--- src/rtl/srm_pkg.sv ---
package srm_pkg;
    localparam int unsigned CLK_HZ       = 125000000;
    localparam int unsigned FRAME_HZ     = 8000;
    localparam int unsigned FRAME_CYC    = CLK_HZ / FRAME_HZ;
    localparam int unsigned PULSE_NS     = 122;
    localparam int unsigned CLK_NS       = 8;
    localparam int unsigned PULSE_CYC    = PULSE_NS / CLK_NS;
    localparam int unsigned RST_MIN_NS   = 300;
    localparam int unsigned RST_MIN_CYC  = (RST_MIN_NS + CLK_NS - 1) / CLK_NS;
    localparam logic [1:0]  FREQ_RSVD    = 2'h0;
    localparam logic [1:0]  FREQ_8K      = 2'h1;
    localparam logic [1:0]  FREQ_1M544   = 2'h2;
    localparam logic [1:0]  FREQ_2M048   = 2'h3;
    localparam logic [1:0]  CTRL_RESET   = 2'h0;
    typedef enum logic [1:0] {
        SRM_NORMAL,
        SRM_HOLDOVER,
        SRM_FREERUN
    } srm_state_t;
endpackage : srm_pkg

--- src/rtl/srm_sync_ref_mode.sv ---
`timescale 1ns/10ps
`default_nettype none
module srm_sync_ref_mode #(
    parameter int unsigned FRAME_CYC = srm_pkg::FRAME_CYC,
    parameter int unsigned PULSE_CYC = srm_pkg::PULSE_CYC
) (
    input  wire logic       i_mclk,
    input  wire logic       i_rstn,
    input  wire logic       i_primary_ref_lost,
    input  wire logic       i_secondary_ref_lost,
    input  wire logic       i_guard_time_in,
    input  wire logic       i_ctrl_select_low,
    input  wire logic       i_ctrl_select_high,
    input  wire logic       i_ref_source_pick,
    input  wire logic       i_freq_pick_low,
    input  wire logic       i_freq_pick_high,
    input  wire logic       i_test_enable,
    input  wire logic       i_ref_align,
    input  wire logic       i_tck,
    input  wire logic       i_tms,
    input  wire logic       i_tdi,
    input  wire logic       i_scan_tdo,
    input  wire logic       i_pll_holdover,
    output logic            o_frame_pulse_8k,
    output logic            o_clocks_high,
    output logic            o_phase_align,
    output logic            o_manual,
    output logic [1:0]      o_state,
    output logic            o_use_secondary,
    output logic            o_primary_lost,
    output logic            o_secondary_lost,
    output logic            o_guard_time,
    output logic [1:0]      o_freq_sel,
    output logic            o_freq_reserved,
    output logic            o_test_mode,
    output logic            o_holdover,
    output logic            o_tdo,
    output logic            o_tdo_oe_n,
    output logic            o_scan_enable,
    output logic [3:0]      o_tap_state
);
    if (FRAME_CYC < 4 || PULSE_CYC < 1 || PULSE_CYC >= FRAME_CYC) begin : g_bad_timing
        $error("srm: bad frame timing parameters");
    end

    ////////////////////////////////////////////////////////////////////////////
    // input synchronisers
    localparam int NSYNC = 13;
    logic [NSYNC-1:0] sync_a;
    logic [NSYNC-1:0] sync_b;
    wire  [NSYNC-1:0] raw = {i_ref_align, i_tdi, i_tms, i_tck, i_test_enable,
                             i_freq_pick_high, i_freq_pick_low, i_ref_source_pick,
                             i_ctrl_select_high, i_ctrl_select_low, i_guard_time_in,
                             i_secondary_ref_lost, i_primary_ref_lost};
    always_ff @(posedge i_mclk or negedge i_rstn) begin
        if (!i_rstn) begin
            sync_a <= '0;
            sync_b <= '0;
        end else begin
            sync_a <= raw;
            sync_b <= sync_a;
        end
    end
    wire s_prim_lost   = sync_b[0];
    wire s_second_lost = sync_b[1];
    wire s_guard       = sync_b[2];
    wire s_sel_low     = sync_b[3];
    wire s_sel_high    = sync_b[4];
    wire s_src_pick    = sync_b[5];
    wire s_fpick_low   = sync_b[6];
    wire s_fpick_high  = sync_b[7];
    wire s_test = sync_b[8];
    wire s_tck  = sync_b[9];
    wire s_tms  = sync_b[10];
    wire s_tdi  = sync_b[11];
    wire s_algn = sync_b[12];

    ////////////////////////////////////////////////////////////////////////////
    // frame pulse generator, realigned to the reference after reset
    logic [$clog2(FRAME_CYC)-1:0] fcnt;
    logic                         aligned;
    logic                         algn_d;
    always_ff @(posedge i_mclk or negedge i_rstn) begin
        if (!i_rstn) begin
            fcnt    <= '0;
            aligned <= 1'b0;
            algn_d  <= 1'b0;
        end else begin
            algn_d <= s_algn;
            if (!aligned && s_algn && !algn_d) begin
                fcnt    <= '0;
                aligned <= 1'b1;
            end else if (fcnt == ($clog2(FRAME_CYC))'(FRAME_CYC - 1)) begin
                fcnt <= '0;
            end else begin
                fcnt <= fcnt + 1'b1;
            end
        end
    end
    logic next_fp;
    always_comb begin
        next_fp = aligned && (fcnt < ($clog2(FRAME_CYC))'(PULSE_CYC));
    end
    logic fp;
    logic fp_d;
    always_ff @(posedge i_mclk or negedge i_rstn) begin
        if (!i_rstn) begin
            fp   <= 1'b0;
            fp_d <= 1'b0;
        end else begin
            fp   <= next_fp;
            fp_d <= fp;
        end
    end
    wire fp_rise = fp && !fp_d;
    assign o_frame_pulse_8k = !aligned ? 1'b1 : fp;
    assign o_clocks_high    = !i_rstn || !aligned;
    assign o_phase_align    = aligned;

    ////////////////////////////////////////////////////////////////////////////
    // frame-edge sampling of control levels
    logic samp_prim_lost;
    logic samp_second_lost;
    logic samp_guard;
    logic samp_sel_low;
    logic samp_sel_high;
    logic samp_src_pick;
    always_ff @(posedge i_mclk or negedge i_rstn) begin
        if (!i_rstn) begin
            samp_prim_lost   <= 1'b0;
            samp_second_lost <= 1'b0;
            samp_guard       <= 1'b0;
            samp_sel_low     <= 1'b0;
            samp_sel_high    <= 1'b0;
            samp_src_pick    <= 1'b0;
        end else if (fp_rise) begin
            samp_prim_lost   <= s_prim_lost;
            samp_second_lost <= s_second_lost;
            samp_guard       <= s_guard;
            samp_sel_low     <= s_sel_low;
            samp_sel_high    <= s_sel_high;
            samp_src_pick    <= s_src_pick;
        end
    end

    ////////////////////////////////////////////////////////////////////////////
    // mode decode, select high then low: 00 normal, 01 holdover, 10 freerun, 11 manual control
    localparam logic [1:0] SRM_NORMAL_C   = 2'(srm_pkg::SRM_NORMAL);
    localparam logic [1:0] SRM_HOLDOVER_C = 2'(srm_pkg::SRM_HOLDOVER);
    localparam logic [1:0] SRM_FREERUN_C  = 2'(srm_pkg::SRM_FREERUN);
    always_comb begin
        o_manual = samp_sel_high & samp_sel_low;
        unique case ({samp_sel_high, samp_sel_low})
            2'h1:    o_state = SRM_HOLDOVER_C;
            2'h2:    o_state = SRM_FREERUN_C;
            default: o_state = SRM_NORMAL_C;
        endcase
    end

    // manual uses the select pin; automatic relies on the two loss levels
    assign o_use_secondary  = o_manual ? samp_src_pick : (samp_prim_lost & !samp_second_lost);
    assign o_primary_lost   = samp_prim_lost;
    assign o_secondary_lost = samp_second_lost;
    assign o_guard_time     = samp_guard;

    ////////////////////////////////////////////////////////////////////////////
    // frequency select, test mode, holdover
    logic [1:0] freq;
    always_ff @(posedge i_mclk or negedge i_rstn) begin
        if (!i_rstn) begin
            freq <= srm_pkg::FREQ_RSVD;
        end else begin
            freq <= {s_fpick_high, s_fpick_low};
        end
    end
    assign o_freq_sel      = freq;
    assign o_freq_reserved = (freq == srm_pkg::FREQ_RSVD);
    assign o_test_mode     = s_test;
    assign o_holdover      = i_pll_holdover || (o_state == SRM_HOLDOVER_C);

    ////////////////////////////////////////////////////////////////////////////
    // tap controller on sampled test clock
    typedef enum logic [3:0] {
        TLR, RTI, SDS, CDR, SHD, E1D, PSD, E2D, UDR,
        SIS, CIR, SHI, E1I, PSI, E2I, UIR
    } srm_tap_t;
    srm_tap_t tap;
    srm_tap_t next_tap;
    logic     tck_d;
    wire tck_rise = s_tck && !tck_d;
    wire tck_fall = !s_tck && tck_d;
    always_comb begin
        unique case (tap)
            TLR: next_tap = s_tms ? TLR : RTI;
            RTI: next_tap = s_tms ? SDS : RTI;
            SDS: next_tap = s_tms ? SIS : CDR;
            CDR: next_tap = s_tms ? E1D : SHD;
            SHD: next_tap = s_tms ? E1D : SHD;
            E1D: next_tap = s_tms ? UDR : PSD;
            PSD: next_tap = s_tms ? E2D : PSD;
            E2D: next_tap = s_tms ? UDR : SHD;
            UDR: next_tap = s_tms ? SDS : RTI;
            SIS: next_tap = s_tms ? TLR : CIR;
            CIR: next_tap = s_tms ? E1I : SHI;
            SHI: next_tap = s_tms ? E1I : SHI;
            E1I: next_tap = s_tms ? UIR : PSI;
            PSI: next_tap = s_tms ? E2I : PSI;
            E2I: next_tap = s_tms ? UIR : SHI;
            UIR: next_tap = s_tms ? SDS : RTI;
        endcase
    end
    logic shift_bit;
    always_ff @(posedge i_mclk or negedge i_rstn) begin
        if (!i_rstn) begin
            tap       <= TLR;
            tck_d     <= 1'b0;
            shift_bit <= 1'b0;
        end else begin
            tck_d <= s_tck;
            if (tck_rise) begin
                tap <= next_tap;
                if (tap == SHD || tap == SHI) begin
                    shift_bit <= s_tdi;
                end
            end
        end
    end
    wire shifting = (tap == SHD) || (tap == SHI);
    always_ff @(posedge i_mclk or negedge i_rstn) begin
        if (!i_rstn) begin
            o_tdo      <= 1'b0;
            o_tdo_oe_n <= 1'b1;
        end else if (tck_fall) begin
            // data shift path is a one-bit bypass stage fed from tdi
            o_tdo      <= (tap == SHD) ? shift_bit : i_scan_tdo;
            o_tdo_oe_n <= !shifting;
        end
    end
    assign o_scan_enable = shifting;
    assign o_tap_state   = tap;

    ////////////////////////////////////////////////////////////////////////////
    // checks
    // length of the running frame pulse, so the width check needs no long repetition
    logic [$clog2(FRAME_CYC)-1:0] fp_len;
    always_ff @(posedge i_mclk or negedge i_rstn) begin
        if (!i_rstn) begin
            fp_len <= '0;
        end else if (fp) begin
            fp_len <= fp_len + 1'b1;
        end else begin
            fp_len <= '0;
        end
    end
    a_frame_sample_hold: assert property (@(posedge i_mclk) disable iff (!i_rstn)
        !fp_rise |=> $stable(samp_sel_low) && $stable(samp_sel_high) && $stable(samp_src_pick))
        else $error("mode sample changed between frame edges");
    a_sample_capture: assert property (@(posedge i_mclk) disable iff (!i_rstn)
        fp_rise |=> samp_prim_lost == $past(s_prim_lost))
        else $error("loss level not captured at frame edge");
    a_outputs_high_unaligned: assert property (@(posedge i_mclk) disable iff (!i_rstn)
        !aligned |-> o_frame_pulse_8k && o_clocks_high)
        else $error("outputs not high before alignment");
    a_pulse_width: assert property (@(posedge i_mclk) disable iff (!i_rstn)
        $fell(fp) |-> fp_len == ($clog2(FRAME_CYC))'(PULSE_CYC))
        else $error("frame pulse width wrong");
    a_manual_select: assert property (@(posedge i_mclk) disable iff (!i_rstn)
        o_manual |-> o_use_secondary == samp_src_pick)
        else $error("manual reference select wrong");
    a_holdover_out: assert property (@(posedge i_mclk) disable iff (!i_rstn)
        i_pll_holdover |-> o_holdover)
        else $error("holdover indicator low");
    a_tdo_idle_hiz: assert property (@(posedge i_mclk) disable iff (!i_rstn)
        (tap == TLR) && $past(tap == TLR) && $past(tap == TLR, 2) |-> o_tdo_oe_n)
        else $error("tdo driven while scan idle");
    a_tap_reset_tms: assert property (@(posedge i_mclk) disable iff (!i_rstn)
        tck_rise && s_tms && tap == SIS |=> tap == TLR)
        else $error("tap did not return to reset");
    a_freq_reserved: assert property (@(posedge i_mclk) disable iff (!i_rstn)
        o_freq_reserved == (o_freq_sel == 2'h0))
        else $error("reserved frequency flag wrong");
    c_frame_edge: cover property (@(posedge i_mclk) disable iff (!i_rstn) fp_rise && aligned);
    c_manual_second: cover property (@(posedge i_mclk) disable iff (!i_rstn) o_manual && o_use_secondary);
    c_holdover: cover property (@(posedge i_mclk) disable iff (!i_rstn) o_state == SRM_HOLDOVER_C);
    c_tap_shift: cover property (@(posedge i_mclk) disable iff (!i_rstn) tap == SHD);
endmodule // srm_sync_ref_mode
`default_nettype wire

--- config.mk ---
export PLATFORM = sky130hd
export DESIGN_NAME = srm_sync_ref_mode
export DESIGN_NICKNAME = d
export VERILOG_FILES = /design/src/rtl/srm_pkg.sv /design/src/rtl/srm_sync_ref_mode.sv
export SDC_FILE = /design/constraint.sdc
export NUM_CORES = 1
export LEC_CHECK = 0
export BUFFER_PORTS_ARGS = -buffer_cell sky130_fd_sc_hd__buf_2
export CORE_UTILIZATION = 59
export CTS_BUF_LIST = sky130_fd_sc_hd__clkbuf_4 sky130_fd_sc_hd__clkbuf_8 sky130_fd_sc_hd__clkbuf_16
export DETAILED_ROUTE_END_ITERATION = 8
export PLACE_DENSITY = 0.81
export SYNTH_ARGS = -nofsm -noshare
export SYNTH_HDL_FRONTEND = slang
export SYNTH_SLANG_ARGS = --single-unit
--- constraint.sdc ---
create_clock -name i_mclk -period 5.5 [get_ports i_mclk]
set_clock_uncertainty 0.05 [all_clocks]
set_input_delay 0.55 -clock i_mclk [delete_from_list [all_inputs] [get_ports i_mclk]]
set_output_delay 0.55 -clock i_mclk [all_outputs]
set_load 0.1 [all_outputs]
==> flow_metrics.env, run 1 <==
export IMPL_outcome="completed"
export IMPL_drt_pass1_iterations=4
export IMPL_n_antenna_cell=0
export IMPL_cpMaxStageDelayCell="dfrtp_1"
export IMPL_grt_use_met1=0.254
export IMPL_clock_tree_root_cell="clkbuf_8"
export IMPL_synth_edf_count=0
export IMPL_drt_iter0_drc=167
export IMPL_pin_count=39
export IMPL_fin_crit_sh=0.448
export IMPL_min_delay_path_depth=1
export IMPL_dieArea_um2=4200
export IMPL_cp_num_cells=3
export IMPL_die_x_um=64.8
export IMPL_drive_gt1_frac=0.289
export IMPL_synth_compound_area_frac=0.0731
export IMPL_yosysWarnings=0
export IMPL_hold_viol=0
export IMPL_syn_inst=190
export IMPL_die_height_um=64.8
export IMPL_synthMuxAreaShare=0.0382
export IMPL_critPathLaunchType="flip-flop"
export IMPL_ctsResizeCount=0
export IMPL_cp_max_fo=13
export IMPL_grt_pass1_wl_um=5960
export IMPL_clkTransAtPathRegs_ns=0.06
export IMPL_grt_use_met3=0.0880
export IMPL_use_met2=0.292
export IMPL_critical_path_buf_inv_count=1
export IMPL_utilization=0.734
export IMPL_endpoint="o_scan_enable"
export IMPL_slew_headroom=0.534
export IMPL_synthFlopType="dfrtp_1"
export IMPL_cts_sinks=60
export IMPL_leakagePower_nw=1.27
export IMPL_r2r_cells=6
export IMPL_setup_slack_ns=3.04
export IMPL_max_stage_delay_ns=0.51
export IMPL_portBuffers=38
export IMPL_fin_nets=253
export IMPL_powerDensity_nw_per_um2=610
export IMPL_drt_wl_total_um=3350
export IMPL_worstSetupPathType="reg2out"
export IMPL_synth_area_per_cell_um2=12.2
export IMPL_dpl_hpwl_um=2240
export IMPL_core_area_um2=3720
export IMPL_ant_nets=0
export IMPL_timing_rr_end="fcnt[3]$_DFF_PN0_"
export IMPL_stdcell_count=287
export IMPL_reg2reg_slack_ns=3.52
export IMPL_crit_chain="nor4b_2 > o21bai_1 > buf_2"
export IMPL_reg2reg_from="fcnt[0]$_DFF_PN0_"
export IMPL_vias=1457
export IMPL_num_rows=22
export IMPL_insertion_delay_ns=0.32
export IMPL_grt_setup_unrepaired="no"
export IMPL_cts_buffers=9
export IMPL_ir_drop_uv=352
export IMPL_crit_arrival_ns=1.86
export IMPL_synth_distinct_cells=39
export IMPL_crit_path_start="o_tap_state[3]$_DFFE_PN0P_"
export IMPL_gr_total_overflow=0
export IMPL_h_tree_depth=3
export IMPL_hold_slack_ns=0.276
export IMPL_async_flop_share=1.00
export IMPL_avgViaCountPerCell=5.08
export IMPL_drc=0
export IMPL_track_usage=0.198
export IMPL_antenna_found_initial=0
export IMPL_clockBufferDepth=2
export IMPL_ys_seq_area_frac=0.646
export IMPL_grt_pass1_vias=1338
export IMPL_worstPathRequired_ns=4.90
export IMPL_worst_slew_pin_slew_ns=0.699
export IMPL_dp_cells=271
export IMPL_cts_hold_buffers=0
export IMPL_syn_area_um2=2330
export IMPL_fin_crit_ns=2.46
export IMPL_wl_per_cell_um=11.7
export IMPL_gp_congestion=0.823
export IMPL_grt_busiest_layer="met2"
export IMPL_start_util=0.626
export IMPL_ys_ff_latch=60
export IMPL_crit_family="flip-flops"
export IMPL_syn2layout_area_growth_pct=17.2
export IMPL_worst_setup_path_end_kind="output pin"
export IMPL_synth_simple_area_share=0.163
export IMPL_synth_fp_nets=209
export IMPL_cts_tree="yes"
export IMPL_place_ws_ns=3.23
export IMPL_setup_tns_ns=0
export IMPL_synth_fa_ha_area_frac=0.0108
export IMPL_fmax_mhz=406
export IMPL_synthXorXnorAreaFrac=0.0452
export IMPL_drv_slew=0
export IMPL_maxCapViolations=0
export IMPL_finalSetupViolCount=0
export IMPL_grt_max_degree=62
export IMPL_synth_top_family_by_area="simple AND/OR/NAND/NOR gates"
export IMPL_cts_setup_buffers=0
export IMPL_hp_class="in2reg"
## flip-flops by register name, summed over array words and instances, names as in the netlist, 2 cells and up
name,flops
fcnt,14
o_freq_sel,2
o_tap_state,4
sync_a,13
sync_b,13
## worst min path at each step
stage / startpoint / endpoint / slack, ns
after floorplan: i_rstn / algn_d$_DFF_PN0_ / 0.20
after global placement: sync_a[8]$_DFF_PN0_ / sync_b[8]$_DFF_PN0_ / 0.28
after detailed placement: sync_a[11]$_DFF_PN0_ / sync_b[11]$_DFF_PN0_ / 0.28
after CTS: i_guard_time_in / sync_a[2]$_DFF_PN0_ / 0.26
after global routing: i_guard_time_in / sync_a[2]$_DFF_PN0_ / 0.26
final: i_guard_time_in / sync_a[2]$_DFF_PN0_ / 0.28
## cell usage after synthesis (all sizes together) (5+ instances only)
library cell | number | area share
inv | 7 | 0.011
xnor2 | 8 | 0.030
nor2b | 6 | 0.016
nor2 | 22 | 0.035
mux2 | 7 | 0.034
o21ai | 6 | 0.013
nand3 | 5 | 0.011
dfrtp | 59 | 0.63
nand2 | 12 | 0.019
clkbuf | 5 | 0.0081
nand2b | 8 | 0.022
## logic make-up after synthesis
group	count (synthesis)
compound gates	23
xor+xnor	12
fa+ha+maj	2
buf+inv	13
flops	60
mux	8
simple gates	72
## stage by stage
| step | total power, W | area (um2) |
|---|---|---|
| floorplan | 0.00123 | 2330 |
| CTS | 0.00168 | 2730 |
| finish | 0.00166 | 2730 |
| detailed placement | 0.00134 | 2550 |
| global route | 0.00175 | 2730 |
| global placement | 0.00133 | 2550 |
## layout make-up
class | instances | area (um2)
well taps | 48 | 60.1
multi-input cells | 117 | 768
clock buffers | 11 | 145
clock inverters | 5 | 27.5
flip-flops and latches | 60 | 1500
repair buffers | 39 | 198
fillers | 264 | 988
inverters | 7 | 26.3
## per-layer routing
metal	up-vias	wire length [um]
met5	-	0
met4	0	39
met3	4	166
met2	36	1590
met1	680	1560
li1	737	-
## report_power, final
| part | internal (W) | total (W) | leakage (nW) | switching (W) |
|---|---|---|---|---|
| registers | 0.000529 | 0.000627 | 0.720 | 0.0000986 |
| clock network | 0.000177 | 0.000331 | 0.0923 | 0.000154 |
| logic | 0.000162 | 0.000705 | 0.454 | 0.000543 |
| total | 0.000868 | 0.00166 | 1.27 | 0.000796 |
## placed cells by master (no fill, tap or decap), types with 2 or more instances in the layout
| cell | netlist | routed |
|---|---|---|
| dfrtp_1 | 59 | 59 |
| buf_2 | 0 | 38 |
| nor2_1 | 22 | 22 |
| nand2_1 | 12 | 12 |
| clkbuf_8 | 0 | 10 |
| nand2b_1 | 8 | 8 |
| xnor2_1 | 8 | 8 |
| inv_1 | 7 | 7 |
| mux2_2 | 7 | 7 |
| nor2b_1 | 6 | 6 |
| o21ai_0 | 6 | 6 |
| nand3_1 | 5 | 5 |
| nor4_1 | 4 | 4 |
| xor2_1 | 4 | 4 |
| a211oi_1 | 4 | 4 |
| a21oi_1 | 4 | 4 |
| clkinv_2 | 0 | 4 |
| nand4_1 | 3 | 3 |
| nor3_1 | 2 | 2 |
| or2_2 | 2 | 2 |
| ha_1 | 2 | 2 |
No activity file was read; power rests on OpenSTA's default activity.
==> inputs of run 2 (changes only) <==
ABC_AREA = 1   (was not set)
CORE_UTILIZATION = 50   (was 59)
PLACE_DENSITY = 0.73   (was 0.81)
clock period = 2.2 ns   (was 5.5 ns; I/O delays follow)
==> run 2 against run 1 <==
  * Synthesized cell count increased by 42%
  * Global-route usage rose by 1.9 points
  * First-iteration DRC count decreased by 9.0%
  * Clock power rose to 2.9 times the previous value
  * Sequential cell count unchanged
  * Clock-buffer cell count unchanged
  * Core utilization decreased by 8.1 points
==> flow_metrics.env, run 2 <==
export IMPL_outcome="completed"
export IMPL_top_regs="fcnt (14), sync_a (13), sync_b (13)"
export IMPL_grt_max_degree=61
export IMPL_fillers=395
export IMPL_largest_reg_flops=14
export IMPL_dpl_cell_area_um2=2780
export IMPL_yosysTopAreaCellShare=0.594
export IMPL_multi_input_area_um2=872
export IMPL_synth_fa_ha_area_frac=0.0101
export IMPL_cts_tree="yes"
export IMPL_fin_crit_ns=2.04
export IMPL_yosysWarnings=0
export IMPL_die_x_um=72.5
export IMPL_fin_nets=351
export IMPL_yosys_area_top_type="dfrtp_1"
export IMPL_synth_fp_nets=288
export IMPL_syn2layout_area_growth_pct=24.9
export IMPL_ys_ff_latch=60
export IMPL_antenna_found_initial=0
export IMPL_reg2reg_slack_ns=0.65
export IMPL_start_util=0.523
export IMPL_core_area_um2=4750
export IMPL_worstPathRequired_ns=1.93
export IMPL_final_common_cell="nand2_1"
export IMPL_synth_top_family_by_area="simple AND/OR/NAND/NOR gates"
export IMPL_die_height_um=72.5
export IMPL_fmax_mhz=491
export IMPL_critPathLaunchType="flip-flop"
export IMPL_portBuffers=38
export IMPL_synth_edf_count=0
export IMPL_cts_sinks=60
export IMPL_hp_class="in2async"
export IMPL_cts_setup_buffers=0
export IMPL_dpl_hpwl_um=3340
export IMPL_drc=0
export IMPL_cp_max_fo=6
export IMPL_ir_drop_uv=757
export IMPL_synthXorXnorAreaFrac=0.0141
export IMPL_worstSetupPathType="reg2out"
export IMPL_synthMuxAreaShare=0.0181
export IMPL_timing_rr_end="fcnt[10]$_DFF_PN0_"
export IMPL_seq_area_um2=1510
export IMPL_ys_top_cells_by_count="nand2_1, dfrtp_1, nor2_1"
export IMPL_grt_pass1_vias=1893
export IMPL_powerDensity_nw_per_um2=1420
export IMPL_worst_setup_path_end_kind="output pin"
export IMPL_n_antenna_cell=0
export IMPL_regMostFlops="fcnt"
export IMPL_drt_iter0_drc=152
export IMPL_wl_per_cell_um=12.0
export IMPL_clockBufferDepth=2
export IMPL_num_rows=25
export IMPL_synth_compound_area_frac=0.0388
export IMPL_crit_path_start="o_tap_state[0]$_DFFE_PN0P_"
export IMPL_cts_buffers=9
export IMPL_track_usage=0.217
export IMPL_dieArea_um2=5260
export IMPL_insertion_delay_ns=0.33
export IMPL_synthFlopType="dfrtp_1"
export IMPL_gp_congestion=0.880
export IMPL_worst_slew_pin_slew_ns=0.717
export IMPL_ctsResizeCount=0
export IMPL_synth_simple_area_share=0.265
export IMPL_h_tree_depth=3
export IMPL_ys_seq_area_frac=0.604
export IMPL_reg2reg_from="fcnt[0]$_DFF_PN0_"
export IMPL_r2r_cells=7
export IMPL_yosysMostFrequentCell="nand2_1"
export IMPL_maxCapViolations=0
export IMPL_grt_setup_unrepaired="no"
export IMPL_synth_area_leaders="dfrtp_1, nand2_1, nor2_1, inv_1, nand3_1"
export IMPL_syn_area_um2=2490
export IMPL_slew_headroom=0.522
export IMPL_synth_distinct_cells=28
export IMPL_gr_total_overflow=0
export IMPL_most_common_layout_cells="nand2_1, dfrtp_1, buf_2"
export IMPL_finalInstanceArea_um2=3110
export IMPL_async_flop_share=1.00
export IMPL_drt_wl_total_um=4830
export IMPL_pin_count=39
export IMPL_syn_inst=269
export IMPL_hold_viol=0
export IMPL_clock_tree_root_cell="clkbuf_8"
export IMPL_endpoint="o_scan_enable"
export IMPL_finalSetupViolCount=0
export IMPL_ant_nets=0
export IMPL_clkTransAtPathRegs_ns=0.07
export IMPL_grt_pass1_wl_um=8270
export IMPL_synth_area_per_cell_um2=9.24
export IMPL_drv_slew=0
export IMPL_avgViaCountPerCell=4.78
export IMPL_finalPower_w=0.00442
export IMPL_vias=1932
export IMPL_cts_hold_buffers=13
export IMPL_crit_arrival_ns=1.77
export IMPL_leakagePower_nw=1.58
export IMPL_fin_crit_sh=0.926
export IMPL_drt_pass1_iterations=4
export IMPL_drive_gt1_frac=0.234
export IMPL_hold_slack_ns=0.0383
## run 2: cell types whose count changed in the layout (fill, tap and decap cells not counted), moves of 4 or more
cell,delta
o21ai_0,-4
inv_1,+23
dlygate4sd3_1,+13
nand2_1,+56
nor2_2,+7
a211oi_1,-4
nor2b_1,-6
nand3_1,+12
nor2_1,+13
xnor2_1,-8
nor3_1,+6
a21oi_1,+6
nand2b_1,-8
## run 2: worst max-delay path: stages (launching register included)
cell and delay, ns:
dfrtp_2 0.44, nor2_1 0.29, nand2_2 0.16, o21ai_4 0.10, buf_2 0.45
## run 2: cells by family (layout without fill, tap and decap cells)
kind of cell,Yosys count,in the layout
flip-flops,60,60
buffers and inverters,33,101
AO/OA/AOI/OAI,17,17
XOR/XNOR,4,4
adder cells (fa/ha/maj),2,2
AND/OR/NAND/NOR,149,149
multiplexers,4,4
## run 2: per-stage QoR
step                       util  instances  setup WS, ns  setup TNS, ns
after global placement    0.585        375         0.539              0
final                     0.653        404         0.162              0
after global routing      0.653        404        0.0501              0
after detailed placement  0.585        375         0.520              0
after CTS                 0.653        404         0.149              0
after floorplan               -        269       -0.0361        -0.0361
## run 2: cell type report
type | instances | area share
well taps | 67 | 0.0270
multi-input cells | 176 | 0.281
clock inverters | 5 | 0.0173
repair buffers | 52 | 0.106
inverters | 33 | 0.0399
flip-flops and latches | 60 | 0.485
clock buffers | 11 | 0.0447
## run 2: layer usage
| metal | vias to the layer above | GRT usage | wire length, um |
|---|---|---|---|
| li1 | 978 | - | - |
| met1 | 895 | 0.267 | 2120 |
| met2 | 49 | 0.350 | 2430 |
| met3 | 10 | 0.0514 | 175 |
| met4 | 0 | 0.126 | 109 |
| met5 | - | 0 | 0 |
## run 2: power by group
part,switching [W],leakage [nW],internal (W)
sequential,0.000177,0.723,0.00132
combinational,0.00157,0.751,0.000400
clock,0.000415,0.104,0.000544
## run 2: how the worst min path moves through the flow
stage	startpoint	endpoint	slack, ns	depth (start not counted)
after floorplan	i_rstn	algn_d$_DFF_PN0_	-0.13	0
after global placement	i_tms	sync_a[10]$_DFF_PN0_	0.28	1
after detailed placement	i_guard_time_in	sync_a[2]$_DFF_PN0_	0.28	1
after CTS	i_rstn	samp_sel_high$_DFFE_PN0P_	0.07	2
after global routing	i_rstn	sync_a[10]$_DFF_PN0_	0.12	2
final	i_rstn	sync_b[10]$_DFF_PN0_	0.04	2
==> inputs of run 3 (changes only) <==
CELL_PAD_IN_SITES_DETAIL_PLACEMENT = 1   (was not set)
CELL_PAD_IN_SITES_GLOBAL_PLACEMENT = 1   (was not set)
CORE_UTILIZATION = 38   (was 50)
PLACE_DENSITY = 0.72   (was 0.73)
==> run 3 against run 2 <==
  * The run now ends with hold timing left
  * Clock-buffer cell count is 1 lower
  * Sequential power hardly changed
  * Sequential share of layout area is 0.56 points lower
  * Maximum frequency is 1.7% lower
  * Cell count is 2.7% higher
  * Combinational power hardly changed
  * Power is 2.4% higher
  * Worst setup slack worse by 0.036 ns
  * Routed wire length is 19% higher
  * Critical path depth stayed put
  * Highest routed layer unchanged
==> flow_metrics.env, run 3 (synthesized netlist as in run 2, its figures left out) <==
export IMPL_outcome="finished, violations left"
export IMPL_violations="hold timing"
export IMPL_die_x_um=82.9
export IMPL_drive_gt1_frac=0.237
export IMPL_dieArea_um2=6870
export IMPL_final_common_cell="nand2_1"
export IMPL_fmax_mhz=482
export IMPL_worst_slew_pin_slew_ns=0.741
export IMPL_h_tree_depth=3
export IMPL_avgViaCountPerCell=4.82
export IMPL_worst_setup_path_end_kind="output pin"
export IMPL_syn2layout_area_growth_pct=26.4
export IMPL_portBuffers=38
export IMPL_grt_pass1_wl_um=9930
export IMPL_dpl_cell_area_um2=2800
export IMPL_antenna_found_initial=0
export IMPL_clock_tree_root_cell="clkbuf_8"
export IMPL_num_rows=29
export IMPL_fin_nets=352
export IMPL_finalSetupViolCount=0
export IMPL_max_stage_delay_ns=0.45
export IMPL_dpl_hpwl_um=4000
export IMPL_leakagePower_nw=1.58
export IMPL_finalInstanceArea_um2=3140
export IMPL_cts_buffers=9
export IMPL_slew_headroom=0.506
export IMPL_grt_max_degree=61
export IMPL_place_ws_ns=0.495
export IMPL_critPathLaunchType="flip-flop"
export IMPL_top_regs="fcnt (14), sync_a (13), sync_b (13)"
export IMPL_worstPathRequired_ns=1.93
export IMPL_wl_per_cell_um=13.8
export IMPL_hold_viol=7
export IMPL_critical_path_buf_inv_count=1
export IMPL_clkTransAtPathRegs_ns=0.07
export IMPL_insertion_delay_ns=0.34
export IMPL_largest_reg_flops=14
export IMPL_track_usage=0.185
export IMPL_hp_class="in2async"
export IMPL_drt_iter0_drc=55
export IMPL_setup_slack_ns=0.127
export IMPL_cts_sinks=60
export IMPL_multi_input_area_um2=872
export IMPL_ctsResizeCount=0
export IMPL_powerDensity_nw_per_um2=1440
export IMPL_crit_chain="nor2_1 > nand2_2 > o21ai_4 > buf_2"
export IMPL_drv_slew=0
export IMPL_maxCapViolations=0
export IMPL_cp_max_fo=6
export IMPL_grt_setup_unrepaired="no"
export IMPL_seq_area_um2=1510
export IMPL_regMostFlops="fcnt"
export IMPL_most_common_layout_cells="nand2_1, dfrtp_1, buf_2"
export IMPL_hold_slack_ns=-0.00945
export IMPL_r2r_cells=7
export IMPL_grt_pass1_vias=2177
export IMPL_gp_congestion=0.892
export IMPL_ir_drop_uv=1460
export IMPL_n_antenna_cell=0
export IMPL_core_area_um2=6350
export IMPL_drc=0
export IMPL_fin_crit_sh=0.942
export IMPL_start_util=0.392
export IMPL_fillers=746
export IMPL_pin_count=39
export IMPL_cts_tree="yes"
export IMPL_cts_hold_buffers=13
export IMPL_crit_arrival_ns=1.80
export IMPL_drt_pass1_iterations=4
export IMPL_cpMaxStageDelayCell="dfrtp_2"
export IMPL_drt_wl_total_um=5740
export IMPL_cp_num_cells=4
export IMPL_fin_crit_ns=2.07
export IMPL_clockBufferDepth=2
export IMPL_die_height_um=82.9
export IMPL_gr_total_overflow=0
export IMPL_vias=2000
export IMPL_crit_family="simple AND/OR/NAND/NOR gates"
export IMPL_cts_setup_buffers=0
export IMPL_ant_nets=0
export IMPL_worstSetupPathType="reg2out"
[run 3: cell count changes in the layout (fill, tap and decap cells not counted)]
cell / delta
clkbuf_4: -2
clkinv_4: +1
clkbuf_8: +1
inv_6: +1
clkinvlp_4: +2
buf_4: +1
clkinv_2: -3
[run 3: stage by stage]
| step | cells | utilization | hold slack [ns] | power (W) | TNS, ns |
|---|---|---|---|---|---|
| 2_1_floorplan | 269 | - | -0.126 | 0.00313 | -0.0361 |
| 3_3_place_gp | 386 | 0.441 | 0.279 | 0.00349 | 0 |
| 3_5_place_dp | 386 | 0.441 | 0.279 | 0.00352 | 0 |
| 4_1_cts | 415 | 0.495 | 0.0170 | 0.00456 | 0 |
| 5_1_grt | 415 | 0.495 | 0.0628 | 0.00477 | 0 |
| 6_report | 415 | 0.495 | -0.00945 | 0.00453 | 0 |
[run 3: final timing paths]
path                            slack [ns]                  startpoint                         end
worst max-delay path                  0.13  o_tap_state[0]$_DFFE_PN0P_               o_scan_enable
worst min register to register        0.29         sync_a[3]$_DFF_PN0_         sync_b[3]$_DFF_PN0_
min in group i_mclk                   0.14                  i_scan_tdo           o_tdo$_DFFE_PN0P_
worst max register to register        0.61           fcnt[0]$_DFF_PN0_          fcnt[10]$_DFF_PN0_
max in group asynchronous             1.56                      i_rstn  o_tap_state[1]$_DFFE_PN0P_
worst min-delay path                -0.009                      i_rstn         sync_b[6]$_DFF_PN0_
[run 3: final cells by class]
cell class | instances | area share
timing repair buffer | 53 | 0.107
clock inverter | 6 | 0.0227
sequential | 60 | 0.479
multi-input combinational | 176 | 0.278
inverter | 33 | 0.0394
clock buffer | 10 | 0.0438
tap | 77 | 0.0307
[run 3: power by group]
group,internal (W),switching (W)
logic,0.000402,0.00160
registers,0.00132,0.000190
clock network,0.000561,0.000459
total,0.00228,0.00225
[run 3: metal layers]
| metal | vias to the layer above | GRT usage | share of wire |
|---|---|---|---|
| met2 | 32 | 0.311 | 0.50 |
| met1 | 975 | 0.222 | 0.45 |
| met5 | - | 0 | 0 |
| met3 | 10 | 0.0517 | 0.032 |
| li1 | 983 | - | - |
| met4 | 0 | 0.0768 | 0.019 |
